`config.mk`:
```
export PLATFORM = sky130hd
export DESIGN_NAME = assd_core
export DESIGN_NICKNAME = d
export VERILOG_FILES = /design/src/assd_pkg.sv /design/src/assd_core.sv
export SDC_FILE = /design/constraint.sdc
export NUM_CORES = 2
export LEC_CHECK = 0
export BUFFER_PORTS_ARGS = -buffer_cell sky130_fd_sc_hd__buf_2
export CORE_ASPECT_RATIO = 1.75
export CORE_MARGIN = 8
export CORE_UTILIZATION = 65
export CTS_CLUSTER_SIZE = 28
export DETAILED_ROUTE_END_ITERATION = 7
export PLACE_DENSITY = 0.95
export SYNTH_ARGS = -nofsm -noshare
export SYNTH_HDL_FRONTEND = slang
export SYNTH_SLANG_ARGS = --single-unit
export TNS_END_PERCENT = 10
```
`constraint.sdc`:
```
create_clock -name REF_CLK -period 19 [get_ports REF_CLK]
set_input_delay 2.85 -clock REF_CLK [delete_from_list [all_inputs] [get_ports REF_CLK]]
set_output_delay 2.85 -clock REF_CLK [all_outputs]
set_load 0.005 [all_outputs]
```
`src/assd_pkg.sv`:
```
/*
 * constants, opcodes and states for the accumulator shift, square and
 * subtract datapath.
 * assumes a single core clock domain shared with the instruction sequencer.
 */
package assd_pkg;

  // ***************************************************************
  // widths and limits
  // ***************************************************************
  localparam int ACC_W = 36;
  localparam int WORD_W = 16;
  localparam int PROD_W = 32;
  localparam int IMM_W = 6;
  localparam int AMT_W = 8;
  localparam logic signed [AMT_W-1:0] SHIFT_MAX = 8'sh24; // 36 positions
  localparam logic signed [AMT_W-1:0] SHIFT_MIN = -8'sh24;
  localparam logic signed [AMT_W-1:0] STEP_ONE = 8'sh01;
  localparam logic signed [AMT_W-1:0] STEP_FOUR = 8'sh04;
  localparam int HIGH_POS = 16; // weight of the high-word operand
  localparam int SIGN_POS = 35;
  localparam int NORM_POS = 31;

  // ***************************************************************
  // accumulator indices and operand classes
  // ***************************************************************
  localparam logic [1:0] ACC_A0 = 2'h0;
  localparam logic [1:0] ACC_A1 = 2'h1;
  localparam logic [1:0] ACC_B0 = 2'h2;
  localparam logic [1:0] ACC_B1 = 2'h3;
  localparam logic [1:0] CLS_OTHER = 2'h0; // memory or ordinary register
  localparam logic [1:0] CLS_A_ACC = 2'h1;
  localparam logic [1:0] CLS_B_ACC = 2'h2;
  localparam logic [1:0] CLS_PROD = 2'h3;

  // product output shifter settings
  localparam logic [1:0] PSH_NONE = 2'h0;
  localparam logic [1:0] PSH_LEFT1 = 2'h1;
  localparam logic [1:0] PSH_RIGHT1 = 2'h2;
  localparam logic [1:0] PSH_LEFT2 = 2'h3;

  // ***************************************************************
  // types
  // ***************************************************************
  typedef enum logic [3:0] {
    OP_NONE, OP_SHIFT_REG, OP_SHIFT_IMM, OP_SHL1, OP_SHR1,
    OP_LEFT_FOUR_BITS, OP_RIGHT_FOUR_BITS, OP_SQR, OP_SQRA,
    OP_SUB, OP_SUBH, OP_SUBL
  } assd_op_e;

  typedef enum logic [0:0] {ST_IDLE, ST_SECOND} assd_state_e;

  // flag vector order, msb first: z m n v c e l r
  localparam int FZ = 7;
  localparam int FM = 6;
  localparam int FN = 5;
  localparam int FV = 4;
  localparam int FC = 3;
  localparam int FE = 2;
  localparam int FL = 1;
  localparam int FR = 0;

endpackage

```
`src/assd_core.sv`:
```
/*
 * execution datapath for the register and immediate accumulator shifts,
 * one and four step shifts, squaring and the three subtract forms.
 * assumes the sequencer presents one decoded operation per cycle with its
 * condition already evaluated, and holds off while OP_READY is low.
 */
// Function
// - shift by register amount, -36..36
// - register shift only when condition true
// - arithmetic: overflow cleared for amount <= 0
// - left shift below 36: overflow if not fitting
// - amount 36: overflow iff source non-zero
// - register shift: zero amount clears carry
// - logical keeps limit, rounding; arithmetic updates limit
// - distinct source untouched; zero amount is move
// - signed 6-bit immediate shift, source untouched
// - immediate arithmetic overflow by fit check
// - immediate logical keeps overflow; zero clears carry
// - all accumulators are 36 bits
// - one-bit left or right shift, conditional
// - four-bit left or right shift, conditional
// - square into product, one cycle, flags kept
// - accumulate shifted product, then square anew
// - subtract from A; long plain form takes two cycles
// - plain subtract rejects B accumulators
// - high subtract scales by 2^16, low kept
// - low subtract zero-extends operand
// - high, low, square reject accumulators, product
`timescale 1ns/1ns
module assd_core
  import assd_pkg::*;
(
  input wire logic REF_CLK,
  input wire logic RESET,
  input wire logic OP_VALID,
  input wire assd_op_e OP_CODE,
  input wire logic COND_TRUE,
  input wire logic ARITH_MODE,
  input wire logic [1:0] SRC_SEL,
  input wire logic [1:0] DST_SEL,
  input wire logic signed [WORD_W-1:0] SHIFT_AMOUNT_REGISTER,
  input wire logic signed [IMM_W-1:0] SHIFT_IMM,
  input wire logic [WORD_W-1:0] OPERAND,
  input wire logic [1:0] OPERAND_CLASS,
  input wire logic OPERAND_LONG,
  input wire logic [1:0] PRODUCT_SHIFT,
  output logic OP_READY,
  output logic DONE,
  output logic REJECT,
  output logic [ACC_W-1:0] ACC_A0_OUT,
  output logic [ACC_W-1:0] ACC_A1_OUT,
  output logic [ACC_W-1:0] ACC_B0_OUT,
  output logic [ACC_W-1:0] ACC_B1_OUT,
  output logic [PROD_W-1:0] PRODUCT,
  output logic [7:0] FLAGS
);

  // ***************************************************************
  // state
  // ***************************************************************
  typedef struct packed {
    logic [3:0][ACC_W-1:0] acc;
    logic [PROD_W-1:0] prod;
    logic [7:0] flg;
    assd_state_e st;
    logic [0:0] pend_dst;
    logic done;
    logic rej;
  } assd_regs_s;

  assd_regs_s s_q;
  assd_regs_s s_d;
  logic accept;
  logic [ACC_W-1:0] src_w;

  // ***************************************************************
  // helpers
  // ***************************************************************
  // shift returning {overflow, carry, result}
  function automatic logic [ACC_W+1:0] do_shift(input logic [ACC_W-1:0] src,
                                                input logic signed [AMT_W-1:0] amt,
                                                input logic arith);
    logic [ACC_W:0] w;
    logic [ACC_W-1:0] res;
    logic [5:0] n;
    logic v;
    logic c;
    w = '0;
    res = src;
    n = '0;
    v = 1'b0;
    c = 1'b0;
    if (amt > 0) begin
      n = 6'(amt);
      w = {1'b0, src} << n;
      res = w[ACC_W-1:0];
      c = w[ACC_W];
      // fit check: shifting back must restore the source
      if (amt == SHIFT_MAX) begin
        v = |src;
      end else begin
        v = (($signed(res) >>> n) != $signed(src));
      end
    end else if (amt < 0) begin
      n = 6'(-amt);
      if (arith) begin
        w = $signed({src, 1'b0}) >>> n; // sign fills from the top
      end else begin
        w = {src, 1'b0} >> n;
      end
      res = w[ACC_W:1];
      c = w[0];
    end
    return {v, c, res};
  endfunction
  // zero, minus, normalized and extension from a result
  function automatic logic [3:0] res_flags(input logic [ACC_W-1:0] r);
    logic e;
    e = !((&r[SIGN_POS:NORM_POS]) || !(|r[SIGN_POS:NORM_POS]));
    return {~|r, r[SIGN_POS], ~e & (r[NORM_POS] ^ r[NORM_POS-1]), e};
  endfunction
  // full flag vector after an arithmetic update; rounding always kept
  function automatic logic [7:0] alu_flags(input logic [ACC_W-1:0] r,
                                           input logic v, input logic c,
                                           input logic [7:0] old);
    logic [3:0] f;
    f = res_flags(r);
    return {f[3], f[2], f[1], v, c, f[0], v, old[FR]};
  endfunction
  // add or subtract with 36-bit overflow and carry, {v, c, result}
  function automatic logic [ACC_W+1:0] addsub(input logic [ACC_W-1:0] a,
                                              input logic [ACC_W-1:0] b,
                                              input logic sub);
    logic [ACC_W:0] w;
    logic [ACC_W-1:0] bb;
    logic v;
    bb = sub ? ~b : b;
    w = {1'b0, a} + {1'b0, bb} + {{ACC_W{1'b0}}, sub};
    v = (a[SIGN_POS] == bb[SIGN_POS]) && (w[SIGN_POS] != a[SIGN_POS]);
    // carry out for add, borrow for subtract
    return {v, sub ? ~w[ACC_W] : w[ACC_W], w[ACC_W-1:0]};
  endfunction
  assign src_w = s_q.acc[SRC_SEL];
  // long subtract holds the sequencer for its second word
  assign OP_READY = (s_q.st == ST_IDLE);
  assign accept = OP_VALID && OP_READY;

  // ***************************************************************
  // next state
  // ***************************************************************
  // one combinational pass computes every operation in the cycle
  always_comb begin
    logic signed [AMT_W-1:0] amt;
    logic [ACC_W+1:0] sh;
    logic [ACC_W+1:0] as;
    logic [ACC_W-1:0] opx;
    logic [ACC_W-1:0] pext;
    logic [3:0] rf;
    logic [1:0] a_idx;
    logic is_shift;
    s_d = s_q;
    amt = '0;
    sh = '0;
    as = '0;
    opx = '0;
    pext = '0;
    rf = '0;
    a_idx = {1'b0, DST_SEL[0]};
    is_shift = 1'b0;
    s_d.done = 1'b0;
    s_d.rej = 1'b0;
    if (s_q.st == ST_SECOND) begin
      opx = {{(ACC_W-WORD_W){OPERAND[WORD_W-1]}}, OPERAND};
      as = addsub(s_q.acc[{1'b0, s_q.pend_dst}], opx, 1'b1);
      s_d.acc[{1'b0, s_q.pend_dst}] = as[ACC_W-1:0];
      s_d.flg = alu_flags(as[ACC_W-1:0], as[ACC_W+1], as[ACC_W], s_q.flg);
      s_d.st = ST_IDLE;
      s_d.done = 1'b1;
    end else if (accept) begin
      s_d.done = 1'b1;
      unique case (OP_CODE)
        OP_SHIFT_REG: begin
          // clamp register amount to the legal span
          if (SHIFT_AMOUNT_REGISTER > WORD_W'(SHIFT_MAX)) begin
            amt = SHIFT_MAX;
          end else if (SHIFT_AMOUNT_REGISTER < WORD_W'(SHIFT_MIN)) begin
            amt = SHIFT_MIN;
          end else begin
            amt = AMT_W'(SHIFT_AMOUNT_REGISTER);
          end
          is_shift = COND_TRUE; // false condition leaves all
        end
        OP_SHIFT_IMM: begin
          amt = AMT_W'(SHIFT_IMM);
          is_shift = 1'b1;
        end
        OP_SHL1, OP_SHR1, OP_LEFT_FOUR_BITS, OP_RIGHT_FOUR_BITS: begin
          amt = (OP_CODE == OP_SHL1 || OP_CODE == OP_SHR1) ? STEP_ONE : STEP_FOUR;
          if (OP_CODE == OP_SHR1 || OP_CODE == OP_RIGHT_FOUR_BITS) begin
            amt = -amt;
          end
          is_shift = COND_TRUE;
        end
        OP_SQR, OP_SQRA: begin
          // accumulators and product refused as operand
          if (OPERAND_CLASS != CLS_OTHER) begin
            s_d.rej = 1'b1;
          end else begin
            if (OP_CODE == OP_SQRA) begin
              pext = {{(ACC_W-PROD_W){s_q.prod[PROD_W-1]}}, s_q.prod};
              unique case (PRODUCT_SHIFT)
                PSH_NONE: pext = pext;
                PSH_LEFT1: pext = pext << 1;
                PSH_RIGHT1: pext = ACC_W'($signed(pext) >>> 1);
                PSH_LEFT2: pext = pext << 2;
              endcase
              as = addsub(s_q.acc[a_idx], pext, 1'b0);
              s_d.acc[a_idx] = as[ACC_W-1:0];
              s_d.flg = alu_flags(as[ACC_W-1:0], as[ACC_W+1], as[ACC_W], s_q.flg);
            end
            s_d.prod = PROD_W'($signed(OPERAND) * $signed(OPERAND));
          end
        end
        OP_SUB, OP_SUBH, OP_SUBL: begin
          // plain form refuses only B accumulators
          if ((OP_CODE == OP_SUB && OPERAND_CLASS == CLS_B_ACC) ||
              (OP_CODE != OP_SUB && OPERAND_CLASS != CLS_OTHER)) begin
            s_d.rej = 1'b1; // high and low forms refuse more
          end else if (OP_CODE == OP_SUB && OPERAND_LONG) begin
            // two-word form waits for its second word
            s_d.st = ST_SECOND;
            s_d.pend_dst = DST_SEL[0];
            s_d.done = 1'b0;
          end else begin
            unique case (OP_CODE)
              // operand weighted by 2^16, low word unchanged
              OP_SUBH: opx = {{(ACC_W-WORD_W-HIGH_POS){OPERAND[WORD_W-1]}}, OPERAND, {HIGH_POS{1'b0}}};
              OP_SUBL: opx = {{(ACC_W-WORD_W){1'b0}}, OPERAND};
              default: opx = {{(ACC_W-WORD_W){OPERAND[WORD_W-1]}}, OPERAND};
            endcase
            // full flag update from the 36-bit difference
            as = addsub(s_q.acc[a_idx], opx, 1'b1);
            s_d.acc[a_idx] = as[ACC_W-1:0];
            s_d.flg = alu_flags(as[ACC_W-1:0], as[ACC_W+1], as[ACC_W], s_q.flg);
          end
        end
        default: s_d.done = 1'b0;
      endcase
      if (is_shift) begin
        // full 36-bit shift into the destination only
        sh = do_shift(src_w, amt, ARITH_MODE);
        // source is only read, so a distinct source stays
        s_d.acc[DST_SEL] = sh[ACC_W-1:0];
        rf = res_flags(sh[ACC_W-1:0]);
        s_d.flg[FZ] = rf[3];
        s_d.flg[FM] = rf[2];
        s_d.flg[FN] = rf[1];
        s_d.flg[FE] = rf[0];
        s_d.flg[FC] = sh[ACC_W];
        if (ARITH_MODE) begin
          s_d.flg[FV] = sh[ACC_W+1];
          // limit follows overflow in arithmetic mode
          s_d.flg[FL] = sh[ACC_W+1];
        end else if (OP_CODE == OP_SHIFT_REG) begin
          s_d.flg[FV] = 1'b0; // logical register shift never overflows
        end
        // logical immediate keeps overflow and limit
      end
    end
  end

  // ***************************************************************
  // registers
  // ***************************************************************
  always_ff @(posedge REF_CLK or posedge RESET) begin
    if (RESET) begin
      s_q <= '0;
    end else begin
      s_q <= s_d;
    end
  end

  assign ACC_A0_OUT = s_q.acc[ACC_A0];
  assign ACC_A1_OUT = s_q.acc[ACC_A1];
  assign ACC_B0_OUT = s_q.acc[ACC_B0];
  assign ACC_B1_OUT = s_q.acc[ACC_B1];
  assign PRODUCT = s_q.prod;
  assign FLAGS = s_q.flg;
  assign DONE = s_q.done;
  assign REJECT = s_q.rej;
endmodule

```
==> results of run 1 <==
cells in the mapped netlist, drive strengths merged (50+ instances only):
cell type,instances
a211oi,67
a21oi,318
a221oi,61
a22oi,64
buf,278
clkbuf,196
dfrtp,186
fa,242
ha,198
inv,371
mux2,128
mux2i,72
mux4,90
nand2,464
nand3,96
nor2,340
nor3,95
o211ai,58
o21ai,250
o221ai,54
xnor2,93
xor2,50
through the flow:
step                instance area (um2)  std cells  utilization [%]  hold WS [ns]
floorplan                         36400       4456                -         0.457
global placement                  36600       5014             66.2         0.472
detailed placement                36600       5014             66.2         0.496
CTS                               37200       5045             67.2         0.515
per-layer routing:
metal / global-route usage, % / overflow
met5: 22.1 / 2
met4: 75.0 / 191
met3: 53.0 / 4
met2: 89.7 / 209
met1: 66.4 / 4
logic make-up after synthesis:
| group | share of synthesized area (%) |
|---|---|
| AOI/OAI and AO/OA | 24.6 |
| xor gates and xnor gates | 3.44 |
| adders and majority gates | 20.1 |
| buffers and inverters | 11.3 |
| DFF | 12.8 |
| muxes | 11.6 |
| other | 0.0103 |
| and+or+nand+nor | 16.1 |
==> impl_metrics.yaml, run 1 <==
synth:
  syn_area_mm2: 0.0364
  synth_edf_count: 0
  yosys-top-cells-area: "fa_1 13%, dfrtp_1 13%, ha_1 6.8%"
  yosys_warnings: 0
  synth-main-ff-cell: "dfrtp_1"
  synth_cells: 4455
  ys_seq_area_share_pct: 12.8
  yosysTopAreaCellShare_pct: 13.3
  synth_cell_type_count: 121
  netlist.top_cell.by_area: "fa_1"
  synth-async-reset-ratio_pct: 100
  synthesis.area_per_instance_um2: 8.17
  ys_ff_latch: 186
place:
  port_buffers: 240
  dp_hpwl_um: 142000
  pre_cts_slack_ns: 7.29
  place_congestion: 1.31
outcome:
  status: "did not finish"
  failing_step: "5_1_grt"
  firstError: "[ERROR GRT-0116] Global routing finished with congestion. Check the congestion regions in the DRC Viewer."
clock_tree:
  cts_resized: 0
  cts_buffers: 17
  cts-root-buf: "clkbuf_16"
  htree_levels: 4
  postCtsSetupBuffers: 0
  cts_num_sinks: 186
  clock_path_buffers: 2
  holdBufCountCts: 0
die:
  ios: 243
  start_util_pct: 65.7
  num_rows: 114
  chipHeight_um: 329
  die_w_um: 195
global_routing:
  grt_max_degree: 86
  overflow: 410
  grt_pass1_wl_um: 340000
  grt_pass1_vias: 45500
  grtUsageTotal_pct: 70.0
==> run 2: changes to the inputs <==
CORE_ASPECT_RATIO = default   (was 1.75)
CORE_UTILIZATION = 40   (was 65)
CTS_CLUSTER_SIZE = default   (was 28)
PLACE_DENSITY = default   (was 0.95)
PLACE_DENSITY_LB_ADDON = 0.15   (was default)
==> impl_metrics.yaml, run 2 <==
die:
  core_mm2: 0.0900
  die_w_um: 318
  start_util_pct: 40.4
  num_rows: 110
  ios: 243
  die-area_mm2: 0.101
  chipHeight_um: 318
global_routing:
  antenna_found_initial: 18
  grt_pass1_wl_um: 257000
  grt_max_degree: 112
  grtUsageTotal_pct: 34.0
  overflow: 0
  grt_pass1_vias: 35200
timing:
  worst_hold_slack_ns: 0.504
  rsz0062_at_grt: "false"
  finalCritPeriodShare_pct: 61.2
  skew_ns: 0.0321
  setup_viol: 0
  worst_slew_pin_slew_ns: 1.32
  finalHoldViolCount: 0
  setup_ws_ns: 7.38
  relSlewSlack_pct: 11.7
  finalSetupTns_ns: 0
  timing.fmax_mhz: 86.0
  finalMaxSlewViolations: 0
  min_period_ns: 11.62
place:
  placed_area_mm2: 0.0372
  pre_cts_slack_ns: 7.23
  dp_hpwl_um: 139000
  port_buffers: 240
  place_congestion: 1.06
run:
  maxCapViolCount: 0
final_layout:
  design_area_mm2: 0.0379
  finish.utilization_pct: 42.1
  layout_common_cells: "458 x nand2_1, 366 x inv_1, 336 x nor2_1, 314 x a21oi_1, 242 x fa_1"
  fill_cells: 9283
  drive_above_1_share_pct: 16.2
  final_common_cell: "nand2_1"
  syn_to_final_growth_pct: 4.21
  nets: 4840
synth:
  ys_ff_latch: 186
  synth_commonest_cells: "459 x nand2_1, 367 x inv_1, 339 x nor2_1"
  synth_cell_type_count: 121
  yosys-top-cells-area: "fa_1 13%, dfrtp_1 13%, ha_1 6.8%"
  synth_cells: 4455
  yosys_warnings: 0
  synth-async-reset-ratio_pct: 100
  netlist.top_cell.by_area: "fa_1"
  synth.most_common_cell: "nand2_1"
  synth_edf_count: 0
  ys_seq_area_share_pct: 12.8
  syn_area_mm2: 0.0364
  synthesis.area_per_instance_um2: 8.17
  synth-main-ff-cell: "dfrtp_1"
  yosysTopAreaCellShare_pct: 13.3
clock_tree:
  cts_resized: 0
  cts_tree: "done"
  htree_levels: 4
  holdBufCountCts: 0
  cts_num_sinks: 186
  postCtsSetupBuffers: 0
  cts-root-buf: "clkbuf_16"
  cts_buffers: 17
  clkTransAtPathRegs_ns: 0.10
  insertion_delay_ns: 0.55
  clock_path_buffers: 2
power:
  ir_worst_vdd_mv: 0.235
  p_leak_nw: 16.7
  powerDensity_mw_per_mm2: 173
setup_path:
  crit_path_start_kind: "primary input"
  critPathCaptureType: "flop"
  critPathKind: "in2reg"
  cp.required_ns: 19.49
  crit_start: "OP_CODE[3]"
  path_max_fanout: 15
  r2r_start: "ACC_A0_OUT[0]"
  arrival_ns: 12.11
  worst_path_largest_cell_delay_ns: 1.01
  critPathSlowestCell: "nor2_1"
routing:
  postRouteWirelength_um: 179000
  vias: 37400
  first_pass_iters: 8
  drt_iter0_markers: 5764
  detail-route-antenna-nets: 0
  drc: 1
  wire_per_inst_um: 32.3
  viasPerCell: 6.75
min_path:
  min_path_type: "reg2reg"
  worstHoldStart: "ACC_B1_OUT[27]"
outcome:
  violations: "design-rule violations"
  status: "finished, violations left"
==> run 2: cell counts after synthesis <==
Identical to the previous run, type by type.
==> run 2: per-stage QoR <==
step	instances	total power [mW]
6_report	5542	6.56
5_1_grt	5533	7.10
4_1_cts	5533	6.47
3_5_place_dp	5501	6.01
3_3_place_gp	5501	6.03
2_1_floorplan	4456	4.47
==> run 2: final cells by class <==
| type | count | area, um2 | area share, % |
|---|---|---|---|
| Antenna cell | 9 | 22.5 | 0.0594 |
| Clock buffer | 17 | 425 | 1.12 |
| Clock inverter | 15 | 214 | 0.564 |
| Inverter | 383 | 1450 | 3.81 |
| Multi-Input combinational cell | 3413 | 27700 | 73.1 |
| Sequential cell | 186 | 4660 | 12.3 |
| Tap cell | 1176 | 1470 | 3.88 |
| Timing Repair Buffer | 343 | 1970 | 5.21 |
==> run 2: worst paths after layout <==
path / endpoint / slack, ns / cells after the start
worst min register to register: ACC_B1_OUT[27] / 0.50 / 2
max in group asynchronous: ACC_A0_OUT[26] / 14.86 / 3
min in group asynchronous: PRODUCT[15] / 2.49 / 2
worst max-delay path: FLAGS[7] / 7.38 / 31
worst max register to register: FLAGS[7] / 10.70 / 30
worst min-delay path: ACC_B1_OUT[27] / 0.50 / 2
==> run 2: routing by layer <==
| layer | vias up | GRT usage, % | part of all wire, % |
|---|---|---|---|
| met5 | - | 0 | 0.015 |
| met4 | 4 | 20.3 | 7.3 |
| met3 | 621 | 8.10 | 11 |
| met2 | 2605 | 51.9 | 43 |
| met1 | 18400 | 43.6 | 39 |
| li1 | 15800 | - | - |
==> run 2: logic make-up (layout without fill, tap and decap cells) <==
group / Yosys count / after routing / share of synthesized area (%)
fa+ha+maj: 440 / 440 / 20.1
simple gates: 1258 / 1258 / 16.1
buf+inv: 857 / 758 / 11.3
flops: 186 / 186 / 12.8
compound gates: 1280 / 1280 / 24.6
xor+xnor: 143 / 143 / 3.44
other cells: 1 / 11 / 0.0103
mux: 290 / 290 / 11.6
==> run 2: power breakdown <==
part           internal (mW)  leakage, nW  total, mW  switching, mW
Combinational           2.10         14.0       5.33           3.23
Clock                  0.185        0.306      0.420          0.235
Sequential             0.517         2.43      0.813          0.296
Total                   2.80         16.7       6.56           3.76
==> run 2: critical path, delay by kind of cell <==
kind / cells / cell delay (ns)
simple gates: 17 / 4.92
compound gates: 9 / 2.50
fa+ha+maj: 2 / 0.78
xor+xnor: 1 / 0.37
buf+inv: 2 / 0.63
Note: power is estimated with default switching activity, not from simulation.
